File: config.mk
export PLATFORM = sky130hd
export DESIGN_NAME = scra_top
export DESIGN_NICKNAME = d
export VERILOG_FILES = /design/src/rtl/scra_pkg.sv /design/src/rtl/scra_shift.sv /design/src/rtl/scra_top.sv
export SDC_FILE = /design/constraint.sdc
export NUM_CORES = 1
export LEC_CHECK = 0
export ABC_AREA = 1
export BUFFER_PORTS_ARGS = -buffer_cell sky130_fd_sc_hd__buf_2
export CORE_MARGIN = 4
export CORE_UTILIZATION = 58
export CTS_BUF_LIST = sky130_fd_sc_hd__clkbuf_4 sky130_fd_sc_hd__clkbuf_8
export CTS_CLUSTER_DIAMETER = 30
export DETAILED_ROUTE_END_ITERATION = 6
export GPL_TIMING_DRIVEN = 0
export PLACE_DENSITY = 0.83
export SLEW_MARGIN = 20
export SYNTH_ARGS = -nofsm -noshare
export SYNTH_HDL_FRONTEND = slang
export SYNTH_SLANG_ARGS = --single-unit
File: constraint.sdc
create_clock -name clk_in -period 2.64 [get_ports clk_in]
set_input_delay 0.132 -clock clk_in [delete_from_list [all_inputs] [get_ports clk_in]]
set_output_delay 0.132 -clock clk_in [all_outputs]
set_load 0.02 [all_outputs]
File: src/rtl/scra_pkg.sv
package scra_pkg;
   localparam int FRAME_BITS = 16;
   localparam int CNT_W = 5;
   localparam logic [CNT_W-1:0] CNT_FULL = 5'h10;
   localparam logic [CNT_W-1:0] CNT_SAT = 5'h1F;
   localparam int CODE_MSB = 15;
   localparam int CODE_LSB = 12;
   localparam int ADDR_MSB = 11;
   localparam int ADDR_LSB = 8;
   localparam int DATA_MSB = 7;

   localparam logic [3:0] CMD_LOOP_CHECK = 4'h0;
   localparam logic [3:0] CMD_READ_CFG = 4'h1;
   localparam logic [3:0] CMD_WRITE_CFG = 4'h2;
   localparam logic [3:0] CMD_READ_STS = 4'h3;
   localparam logic [3:0] CMD_WRITE_STS = 4'h4;
   localparam logic [3:0] CMD_READ_CTL = 4'h5;
   localparam logic [3:0] CMD_WRITE_CTL = 4'h6;
   localparam logic [3:0] CMD_LOOP_REPLY = 4'h7;

   typedef logic [7:0] scra_byte_t;

   localparam int CFG_COUNT = 9;
   localparam int CTL_COUNT = 4;
   localparam int STS_COUNT = 4;
   localparam int FAULT_REGS = 3;
   localparam logic [3:0] CFG_LAST = 4'h8;
   localparam logic [3:0] CTL_LAST = 4'h3;
   localparam logic [3:0] STS_LAST = 4'h3;

   // configuration bank: injector 1/2, relay 1/2, tach, lamp, battery switch, heater, ignition 1
   localparam scra_byte_t CFG_RESET [CFG_COUNT] = '{8'h10, 8'h10, 8'h18, 8'h10, 8'h01, 8'h18, 8'h00, 8'h10, 8'h80};
   localparam scra_byte_t CFG_EXIST [CFG_COUNT] = '{8'h9F, 8'h9F, 8'h9F, 8'hDF, 8'hFF, 8'h9B, 8'h83, 8'hD7, 8'hD7};
   // control bank: main on/off, other on/off, two duty registers
   localparam scra_byte_t CTL_RESET [CTL_COUNT] = '{8'h00, 8'h12, 8'h00, 8'h00};
   localparam scra_byte_t CTL_EXIST [CTL_COUNT] = '{8'hFF, 8'hD7, 8'h7F, 8'h7F};
   // status bank: bit 7 is derived, the last register only carries the system summary
   localparam scra_byte_t STS_RESET [STS_COUNT] = '{8'h00, 8'h00, 8'h00, 8'h00};
   localparam scra_byte_t STS_EXIST [STS_COUNT] = '{8'h7F, 8'h7F, 8'h7F, 8'h00};

   localparam int CTL_OTHER_IDX = 1;
   localparam int SELF_TEST_BIT = 6;
   localparam int SOFT_RESET_BIT = 0;
   localparam int STS_SUMMARY_IDX = 3;
   localparam int ANY_FAULT_BIT = 7;

   // low-side drivers sharing the common configuration layout
   localparam int DRV_COUNT = 5;
   localparam int DRV_REG [DRV_COUNT] = '{0, 1, 2, 3, 5};
   localparam int RETRY_BIT = 7;
   localparam int SINK_BIT = 4;
   localparam int INRUSH_BIT = 3;
   localparam int PWMF_MSB = 1;
   localparam int PWMF_LSB = 0;

   typedef enum logic [1:0] {
      SCRA_IDLE = 2'b01,
      SCRA_ACTIVE = 2'b10
   } scra_state_t;
endpackage : scra_pkg

File: src/rtl/scra_shift.sv
`timescale 1ns/1ns
module scra_shift
   import scra_pkg::*;
(
   input wire logic clk_in,
   input wire logic reset_in,
   input wire logic sclk_in,
   input wire logic mosi_in,
   input wire logic chip_select_n_in,
   input wire logic [FRAME_BITS-1:0] reply_word_in,
   output logic frame_valid_out,
   output logic [FRAME_BITS-1:0] frame_word_out,
   output logic miso_out,
   output logic miso_oe_n_out
);
   logic [2:0] sync1_q, sync2_q;
   logic sclk_prev_q, cs_prev_q;
   scra_state_t state_q, state_d;
   logic [CNT_W-1:0] cnt_q, cnt_d;
   logic [FRAME_BITS-1:0] rx_q, rx_d, tx_q, tx_d, word_q, word_d;
   logic valid_q, valid_d, miso_q, miso_d, oe_n_q, oe_n_d;
   logic sclk_rise, sclk_fall, cs_fall, cs_rise;

   always_ff @(posedge clk_in) begin
      if (reset_in) begin
         sync1_q <= 3'h7;
         sync2_q <= 3'h7;
         sclk_prev_q <= 1'b1;
         cs_prev_q <= 1'b1;
      end else begin
         sync1_q <= {chip_select_n_in, mosi_in, sclk_in};
         sync2_q <= sync1_q;
         sclk_prev_q <= sync2_q[0];
         cs_prev_q <= sync2_q[2];
      end
   end

   always_comb begin
      sclk_rise = sync2_q[0] & ~sclk_prev_q;
      sclk_fall = ~sync2_q[0] & sclk_prev_q;
      cs_fall = ~sync2_q[2] & cs_prev_q;
      cs_rise = sync2_q[2] & ~cs_prev_q;
      state_d = state_q;
      cnt_d = cnt_q;
      rx_d = rx_q;
      tx_d = tx_q;
      word_d = word_q;
      valid_d = 1'b0;
      miso_d = miso_q;
      oe_n_d = oe_n_q;
      case (state_q)
         SCRA_IDLE: begin
            // frames are taken whenever select falls, no other handshake
            if (cs_fall) begin
               state_d = SCRA_ACTIVE;
               cnt_d = '0;
               tx_d = reply_word_in;
               miso_d = reply_word_in[FRAME_BITS-1];
               oe_n_d = 1'b0;
            end
         end
         SCRA_ACTIVE: begin
            if (cs_rise) begin
               state_d = SCRA_IDLE;
               miso_d = 1'b0;
               oe_n_d = 1'b1;
               // short or long frames are dropped unexecuted
               if (cnt_q == CNT_FULL) begin
                  valid_d = 1'b1;
                  word_d = rx_q;
               end
            end else begin
               if (sclk_rise) begin
                  rx_d = {rx_q[FRAME_BITS-2:0], sync2_q[1]};
                  if (cnt_q != CNT_SAT) begin
                     cnt_d = cnt_q + 5'h01;
                  end
               end
               if (sclk_fall) begin
                  tx_d = {tx_q[FRAME_BITS-2:0], 1'b0};
                  miso_d = tx_q[FRAME_BITS-2];
               end
            end
         end
         default: begin
            state_d = SCRA_IDLE;
            oe_n_d = 1'b1;
         end
      endcase
   end

   always_ff @(posedge clk_in) begin
      if (reset_in) begin
         state_q <= SCRA_IDLE;
         cnt_q <= '0;
         rx_q <= '0;
         tx_q <= '0;
         word_q <= '0;
         valid_q <= 1'b0;
         miso_q <= 1'b0;
         oe_n_q <= 1'b1;
      end else begin
         state_q <= state_d;
         cnt_q <= cnt_d;
         rx_q <= rx_d;
         tx_q <= tx_d;
         word_q <= word_d;
         valid_q <= valid_d;
         miso_q <= miso_d;
         oe_n_q <= oe_n_d;
      end
   end

   assign frame_valid_out = valid_q;
   assign frame_word_out = word_q;
   assign miso_out = miso_q;
   assign miso_oe_n_out = oe_n_q;
endmodule : scra_shift

File: src/rtl/scra_top.sv
`timescale 1ns/1ns
// What this block does
// - frames are 16 bits: 4-bit command code on top, 12-bit payload below.
// - codes 0 to 6 are decoded; code 7 heads the loop-check reply.
// - registers are 8 bits; bits 11..8 address, bits 7..0 carry data.
// - writes use the same frame's data; read data returns in the next frame.
// - frames are accepted at any time, with no extra synchronisation.
// - a command executes only when chip select rises after a full frame.
// - loop-check reply returns exactly the payload bits the host sent.
// - every reset, hardware or software, restores documented default values.
// - driver configuration holds retry, sink enable, inrush delay and PWM frequency fields.
// - a set fault bit stays until host clear or any reset.
// - host writes only clear status bits unless self-test mode is set.
// - non-existent bits read zero and ignore writes.
// - status bit 7 ORs its faults; a summary bit ORs all of those.
module scra_top
   import scra_pkg::*;
(
   input wire logic clk_in,
   input wire logic reset_in,
   input wire logic sclk_in,
   input wire logic mosi_in,
   input wire logic chip_select_n_in,
   input wire logic [FAULT_REGS-1:0][6:0] fault_event_in,
   output logic miso_out,
   output logic miso_oe_n_out,
   output logic [CFG_COUNT-1:0][7:0] config_bank_out,
   output logic [CTL_COUNT-1:0][7:0] control_bank_out,
   output logic [STS_COUNT-1:0][7:0] status_bank_out,
   output logic [DRV_COUNT-1:0] retry_enable_out,
   output logic [DRV_COUNT-1:0] sink_enable_out,
   output logic [DRV_COUNT-1:0] inrush_delay_out,
   output logic [DRV_COUNT-1:0][1:0] pwm_freq_out,
   output logic self_test_mode_out,
   output logic fault_summary_out
);
   logic frame_valid;
   logic [FRAME_BITS-1:0] frame_word;
   logic [3:0] cmd_code, reg_addr;
   logic [7:0] wr_data;
   scra_byte_t cfg_q [CFG_COUNT];
   scra_byte_t cfg_d [CFG_COUNT];
   scra_byte_t ctl_q [CTL_COUNT];
   scra_byte_t ctl_d [CTL_COUNT];
   scra_byte_t sts_q [STS_COUNT];
   scra_byte_t sts_d [STS_COUNT];
   scra_byte_t sts_view [STS_COUNT];
   scra_byte_t view_q [STS_COUNT];
   logic [FRAME_BITS-1:0] reply_q, reply_d;
   logic soft_q, soft_d;
   logic self_test;
   logic [7:0] rd_data;

   scra_shift u_shift (
      .clk_in(clk_in),
      .reset_in(reset_in),
      .sclk_in(sclk_in),
      .mosi_in(mosi_in),
      .chip_select_n_in(chip_select_n_in),
      .reply_word_in(reply_q),
      .frame_valid_out(frame_valid),
      .frame_word_out(frame_word),
      .miso_out(miso_out),
      .miso_oe_n_out(miso_oe_n_out)
   );

   assign cmd_code = frame_word[CODE_MSB:CODE_LSB];
   assign reg_addr = frame_word[ADDR_MSB:ADDR_LSB];
   assign wr_data = frame_word[DATA_MSB:0];
   assign self_test = ctl_q[CTL_OTHER_IDX][SELF_TEST_BIT];

   // derived any-fault bits are recomputed every cycle from sts_q, then registered in view_q, so they cannot go stale
   always_comb begin
      for (int i = 0; i < STS_COUNT; i++) begin
         sts_view[i] = sts_q[i];
      end
      for (int i = 0; i < FAULT_REGS; i++) begin
         sts_view[i][ANY_FAULT_BIT] = |sts_q[i][6:0];
      end
      sts_view[STS_SUMMARY_IDX][ANY_FAULT_BIT] = 1'b0;
      for (int i = 0; i < FAULT_REGS; i++) begin
         sts_view[STS_SUMMARY_IDX][ANY_FAULT_BIT] = sts_view[STS_SUMMARY_IDX][ANY_FAULT_BIT] |
            sts_view[i][ANY_FAULT_BIT];
      end
   end

   always_comb begin
      rd_data = 8'h00;
      case (cmd_code)
         CMD_READ_CFG: begin
            if (reg_addr <= CFG_LAST) begin
               rd_data = cfg_q[reg_addr];
            end
         end
         CMD_READ_STS: begin
            if (reg_addr <= STS_LAST) begin
               rd_data = sts_view[reg_addr[1:0]];
            end
         end
         CMD_READ_CTL: begin
            if (reg_addr <= CTL_LAST) begin
               rd_data = ctl_q[reg_addr[1:0]];
            end
         end
         default: rd_data = 8'h00;
      endcase
   end

   always_comb begin
      cfg_d = cfg_q;
      ctl_d = ctl_q;
      sts_d = sts_q;
      reply_d = reply_q;
      soft_d = 1'b0;
      if (soft_q) begin
         cfg_d = CFG_RESET;
         ctl_d = CTL_RESET;
         sts_d = STS_RESET;
         reply_d = '0;
      end else begin
         if (frame_valid) begin
            // reads answer with code, address and data, shifted out during the next frame
            reply_d = {cmd_code, reg_addr, rd_data};
            case (cmd_code)
               CMD_LOOP_CHECK: begin
                  reply_d = {CMD_LOOP_REPLY, frame_word[ADDR_MSB:0]};
               end
               CMD_WRITE_CFG: begin
                  if (reg_addr <= CFG_LAST) begin
                     cfg_d[reg_addr] = wr_data & CFG_EXIST[reg_addr];
                  end
                  reply_d = frame_word;
               end
               CMD_WRITE_CTL: begin
                  if (reg_addr <= CTL_LAST) begin
                     ctl_d[reg_addr[1:0]] = wr_data & CTL_EXIST[reg_addr[1:0]];
                     // the software reset bit never stays set; it triggers one reset cycle
                     if (reg_addr == 4'(CTL_OTHER_IDX) && wr_data[SOFT_RESET_BIT]) begin
                        soft_d = 1'b1;
                     end
                  end
                  reply_d = frame_word;
               end
               CMD_WRITE_STS: begin
                  if (reg_addr <= STS_LAST) begin
                     if (self_test) begin
                        sts_d[reg_addr[1:0]] = wr_data & STS_EXIST[reg_addr[1:0]];
                     end else begin
                        // writing 0 clears a bit, writing 1 leaves it
                        sts_d[reg_addr[1:0]] = sts_q[reg_addr[1:0]] & wr_data &
                           STS_EXIST[reg_addr[1:0]];
                     end
                  end
                  reply_d = frame_word;
               end
               CMD_READ_CFG, CMD_READ_STS, CMD_READ_CTL: begin
                  reply_d = {cmd_code, reg_addr, rd_data};
               end
               default: begin
                  reply_d = '0;
               end
            endcase
         end
         // a fault arriving in the clearing cycle still lands
         for (int i = 0; i < FAULT_REGS; i++) begin
            sts_d[i] = (sts_d[i] | {1'b0, fault_event_in[i]}) & STS_EXIST[i];
         end
      end
   end

   always_ff @(posedge clk_in) begin
      if (reset_in) begin
         cfg_q <= CFG_RESET;
         ctl_q <= CTL_RESET;
         sts_q <= STS_RESET;
         view_q <= STS_RESET;
         reply_q <= '0;
         soft_q <= 1'b0;
      end else begin
         cfg_q <= cfg_d;
         ctl_q <= ctl_d;
         sts_q <= sts_d;
         view_q <= sts_view;
         reply_q <= reply_d;
         soft_q <= soft_d;
      end
   end

   genvar g;
   generate
      for (g = 0; g < DRV_COUNT; g++) begin : g_drv
         assign retry_enable_out[g] = cfg_q[DRV_REG[g]][RETRY_BIT];
         assign sink_enable_out[g] = cfg_q[DRV_REG[g]][SINK_BIT];
         assign inrush_delay_out[g] = cfg_q[DRV_REG[g]][INRUSH_BIT];
         assign pwm_freq_out[g] = cfg_q[DRV_REG[g]][PWMF_MSB:PWMF_LSB];
      end
      for (g = 0; g < CFG_COUNT; g++) begin : g_cfg
         assign config_bank_out[g] = cfg_q[g];
      end
      for (g = 0; g < CTL_COUNT; g++) begin : g_ctl
         assign control_bank_out[g] = ctl_q[g];
      end
      for (g = 0; g < STS_COUNT; g++) begin : g_sts
         assign status_bank_out[g] = view_q[g];
      end
   endgenerate

   assign self_test_mode_out = ctl_q[CTL_OTHER_IDX][SELF_TEST_BIT];
   assign fault_summary_out = view_q[STS_SUMMARY_IDX][ANY_FAULT_BIT];
endmodule : scra_top
== After elaboration in Yosys (flattened, before gate mapping) ==
Memory sizes are Yosys's and may differ from the RTL's.
Index checks and enable logic that the tools add are counted.
Cells by class
  add/subtract/negate cells: 1
  multiply operators: 0
  div/mod/pow operators: 0
  order comparisons: 6
  equality and inequality tests: 18
  shift operators: 0
  mux-type cells: 59
  bitwise operators: 25
  reduce and logical (&&, ||, !) cells: 25
Operator list (number)
  2-to-1 mux 31 bit: 5
  2-to-1 mux 8 bit: 19
  bitwise mux 32 bit: 3
  binary-select mux 8 bit (select 2 bit): 5
  bitwise mux 72 bit: 1
  case mux 16 bit (3 select lines): 1
  2-to-1 mux 15 bit: 3
  AND 8 bit: 5
  binary-select mux 8 bit (select 4 bit): 1
  demux 8 bit (select 4 bit): 1
  case mux 15 bit (2 select lines): 1
  case mux 8 bit (3 select lines): 1
  bitwise OR 7 bit: 3
  OR reduction 7 bit: 3
  2-to-1 mux 5 bit: 4
  AND reduction 3 bit: 6
  demux 8 bit (select 2 bit): 1
  equality test 4 x 3 -> 1 bit (second input constant): 3
  inequality test 2 x 1 -> 1 bit (second input constant): 5
  case mux 5 bit (2 select lines): 1
  inverter 1 bit: 9
  OR reduction 3 bit: 3
  equality test 4 x 1 -> 1 bit (second input constant): 2
  equality test 4 x 2 -> 1 bit (second input constant): 2
  29 further kinds: 46
Word-level totals
  register bits after elaboration: 249
  bits in latches: 0
  bits in writable memories: 0
  ROM bits: 128
  output and inout bits: 165
  memories: 1
Memories
  (name not given): words 16, width 8, rd ports 1, clocked after memory_dff 0, wr ports 0, line scra_top.sv:130  | cfg_d[reg_addr] = wr_data & CFG_EXIST[reg_addr];

== Depth between registers and ports, before layout ==
  word-level depth: 13
  mapped depth: 13

== Hierarchy ==
Synthesis repeated with hierarchy kept, for this count alone.
Unflattened totals
  cells, all modules: 1479
  area, all modules: 10804.1 um2
By module, submodules not included
  scra_top: instances 1, cells each 1093, area an instance 8011.4 um2, sequential area each 3623.5 um2
  scra_shift: instances 1, cells each 386, area an instance 2792.7 um2, sequential area each 1281.2 um2

== Least setup slack after synthesis ==
No wires, ideal clock.
  path kind: flip-flop to flip-flop
  start: register u_shift.word_q[8] (netlist: u_shift.frame_word_out[8])
  end: register cfg_q (netlist bit config_bank_out[70])
  library setup time: 0.123 ns
  data arrival time: 2.044 ns
  required time: 2.517 ns
  slack: 0.473 ns
  stages on the path, launching flop included: 14
  buffers on the path: 1
  period minus slack after synthesis: 2.167 ns
  path through: dfxtp_1 clkinv_1 clkbuf_1 ha_1 inv_1 nor2_4 nor2_4 inv_4 nand2_8 inv_4 nand2_2 inv_2 o21ai_0 a21oi_1
On the way
  word-level cells in the longest chain between the ends: 6
RTL lines
  start: declaration: line scra_shift.sv:20  | logic [FRAME_BITS-1:0] rx_q, rx_d, tx_q, tx_d, word_q, word_d;
  start signal: assignment: line scra_shift.sv:107  | word_q <= word_d;
  inverter 4 -> 5 bit (implied by the code): line scra_top.sv:130
  memory read (16 x 8 bit), or another cell as far along
  2-to-1 mux 8 bit (implied by the code) / logical AND 1 bit (equally long branches): line scra_top.sv:130
  2-to-1 mux 8 bit (implied by the code): line scra_top.sv:130
  AND 8 bit / demux 8 bit (select 4 bit) (equally long branches): line scra_top.sv:130
  bitwise mux 72 bit: line scra_top.sv:130
  end signal: assignment: line scra_top.sv:180  | cfg_q <= cfg_d;
  end: declaration: line scra_top.sv:41  | scra_byte_t cfg_q [CFG_COUNT];
Parallel ways exist; a longest one is shown, timed or not. The select of a mux whose other input is x is not followed.
A chain may end at the register's enable or synchronous reset.

== Final worst setup path ==
  start: register u_shift.word_q[9] (netlist: u_shift.frame_word_out[9])
  end: register cfg_q (netlist bit config_bank_out[6])
Same word-level chain as after synthesis.

==> results.md <==
- Run status: complete, but fails checks
- Failing checks: design-rule violations
- Met3 Wirelength: approximately 4.8 mm
- Crit Path Class: flop to flop
- Final setup viols: 0
- Root buf cell: clkbuf_8
- Synth Area in Simple Gates: 17.1%
- Area taken by multi-input logic gates: approximately 0.0044 mm2
- Worst setup EP type: flop
- Min cycle time layout: 2.57 ns
- Commonest cells post-synth: dfxtp_1, a21oi_1, o21ai_0
- Post-synth top area share: 47.3%
- First-pass GRT wire length: 55.2 mm
- Largest net degree at the start of global routing: 18
- Clock skew: around 0.027 ns
- Sequential-to-total area share from yosys stat: 47.3%
- Post-Route WL: 36.6 mm
- XOR/XNOR Fraction of Synth Area: 0%
- Top-count cell post-synth: dfxtp_1
- Core area: 0.0174 mm2
- Worst-path fanout max: 11
- Final worst-path cycle share: 97.2%
- Cell Area, Synth: approximately 0.010 mm2
- Leakage: 5.67 nW
- Vias in the first global route: 10313
- MaxCap Viol Count: 0
- F_max: 390 MHz
- Worst EP arrival: ~3 ns
- DIE AREA: 0.0201 mm2
- Vias per cell: 5.81
- Port-buffer cells: 189
- GP Congestion: 1.01
- CTS clock-pin slew for the worst setup and hold paths: 0.06 ns
- Data required, critical path: 3.13 ns
- Filler cells: ~1400
- DRT Pass-1 Iters: 7
- Number of diodes: 0
- CTS H-tree lvls: 2
- Die Ht: 142 um
- Setup TNS Final: 0 ns
- Yosys reg bits: roughly 250
- Routed Antenna Nets: 0
- Mapped Cells: 1356
- Iteration-0 DRC Markers: 1206
- Cell count after placement: 1770
- Total track usage: a little over a third
- Total global routing overflow: 0
- Fin area: 0.0130 mm2
- Least-Margin Pin Slew: 1.01 ns
- Synth Area in Adders: 1.21%
- Area added between synthesis and finish: 25.1%
- Max-slew headroom: 32.6%
- Largest area contributor in the netlist: dfxtp_1
- Ys Warns: 0
- Share of cells above drive strength 1: 22.5%
- Finished Layout Cells: 1878
- Post-synthesis mux area share: 0%
- Initial antenna violation count: 0
- Share of async-settable or async-resettable flops after synthesis: 0%
- Library cells used by synthesis: 36
- DRC: 4
- Post-Route M1 WL: 14.4 mm
- # clock sinks: 245
- WL/cell: 19.5 um
- Placed cell areas: 0.0116 mm2
- CTS tree: built
- Synth top area cells: dfxtp_1, a21oi_1, o21ai_0, nand2_1, nor2_1
- Synth Area in Compound Gates: between 20% and 30%
- Unrepaired setup endpoints after global routing: false
- Clk_lat worst skew: 0.56 ns
- Sequential Area: 0.00490 mm2
- HPWL Detailed: between 20 and 30 mm
- Row Count: 48
- Die width: 142 um
- Vias: between 10000 and 15000
- IO Pins: 191
- Combinational family with the most area after synthesis: compound AO/OA/AOI/OAI gates
- Max-slew violations: 0
- NumNets Final: 1655
- Hold Vio Cnt, Final: 0
- Power per cell area: between 700 and 800 mW/mm2
- Hold Path Class: input port to flop
- Initial Util: around 60%
- WHS: between 0.3 and 0.4 ns
- Avg Cell Area, Syn: roughly 7.7 um2
- Ys flop type: dfxtp_1
- Max Used Layer: met4
- TritonCTS Buffers: 46
- Met2 wire len: 15.9 mm
- Post-synth net total: 1392
- Max Buffers Root-to-Sink: 3
- Post-synth EDFFs: 0
- Peak VDD IR: between 0.0006 and 0.0007 V
- Utilization after layout: 74.6%
- Startpoint Class: flop
==> final timing paths <==
kind	slack, ns	to	startpoint	depth (start not counted)
worst max-delay path	0.07	config_bank_out[6]	u_shift.frame_word_out[9]	12
worst min-delay path	0.31	u_shift.sync1_q[1]	mosi_in	3
worst max register to register	0.07	config_bank_out[6]	u_shift.frame_word_out[9]	12
worst min register to register	0.40	u_shift.sync2_q[2]	u_shift.sync1_q[2]	1
==> state kept, by name, summed over array words and instances (netlist names), 3 cells and up <==
register	cells
u_shift.tx_q	15
u_shift.rx_q	16
u_shift.sync1_q	3
status_bank_out	31
sts_q	28
u_shift.cnt_q	5
config_bank_out	72
control_bank_out	32
reply_q	16
u_shift.sync2_q	3
u_shift.frame_word_out	16
==> final cells by class <==
type,count,area share [%]
Buffer,99,4.16
Clock buffer,62,5.99
Clock inverter,20,2.44
Inverter,153,4.52
Multi-Input combinational cell,858,33.6
Sequential cell,245,37.8
Tap cell,225,2.17
Timing Repair Buffer,216,9.33
==> critical path, stage by stage, from the launching register on <==
cell,delay (ns)
dfxtp_1,0.44
inv_2,0.19
clkbuf_8,0.25
ha_1,0.22
clkinvlp_4,0.15
nor2_4,0.17
nor2_4,0.06
inv_4,0.07
nand2_8,0.10
nor3_4,0.39
buf_4,0.24
o21ai_1,0.09
a21oi_1,0.14
==> logic make-up (layout without fill, tap and decap cells) <==
family,Yosys count,after routing
AND/OR/NAND/NOR,388,388
AO/OA/AOI/OAI,460,460
adder cells (fa/ha/maj),10,10
flip-flops,245,245
buffers and inverters,253,550
==> power breakdown <==
group	internal (mW)	switching, mW	leakage [nW]	total [mW]
Clock	2.71	1.66	0.556	4.37
Sequential	3.89	0.0957	1.99	3.98
Combinational	0.268	0.533	3.13	0.800
==> routing by layer <==
metal | track usage [%] | up-vias
li1 | - | 5036
met1 | 46.7 | 4993
met4 | 13.8 | 0
met5 | 0 | -
met2 | 54.7 | 763
met3 | 9.03 | 123
==> repair_timing <==
action | in CTS | in global routing
hold endpoints to repair | 28 | 0
buffers inserted | 1 | 1
hold buffers | 25 | 0
gates resized for setup | 5 | 3
pin swaps | 0 | 1
setup endpoints to repair | 96 | 17
==> cell usage in the layout (no fill, tap or decap), types with 8 or more instances in the layout <==
cell and count:
buf_4 39, inv_2 8, o21ai_0 187, a21oi_1 191, dlygate4sd3_1 25, clkbuf_4 12
a31oi_1 25, clkbuf_1 46, nor3_1 16, bufinv_16 8, nand2_1 148, inv_1 138
nor2_1 148, o211ai_1 24, a211oi_1 10, nand3_1 32, buf_2 199, nor2_4 11
dfxtp_1 245, clkbuf_8 51, ha_1 10, o21ai_1 9
==> metrics by stage <==
step	setup WS, ns	power [mW]
after CTS	0.0302	9.11
after detailed placement	-0.607	4.80
after global routing	0.00633	9.42
after floorplan	0.473	4.57
final	0.0739	9.15
after global placement	-0.555	4.77
Power figures use the tool's default switching activity.
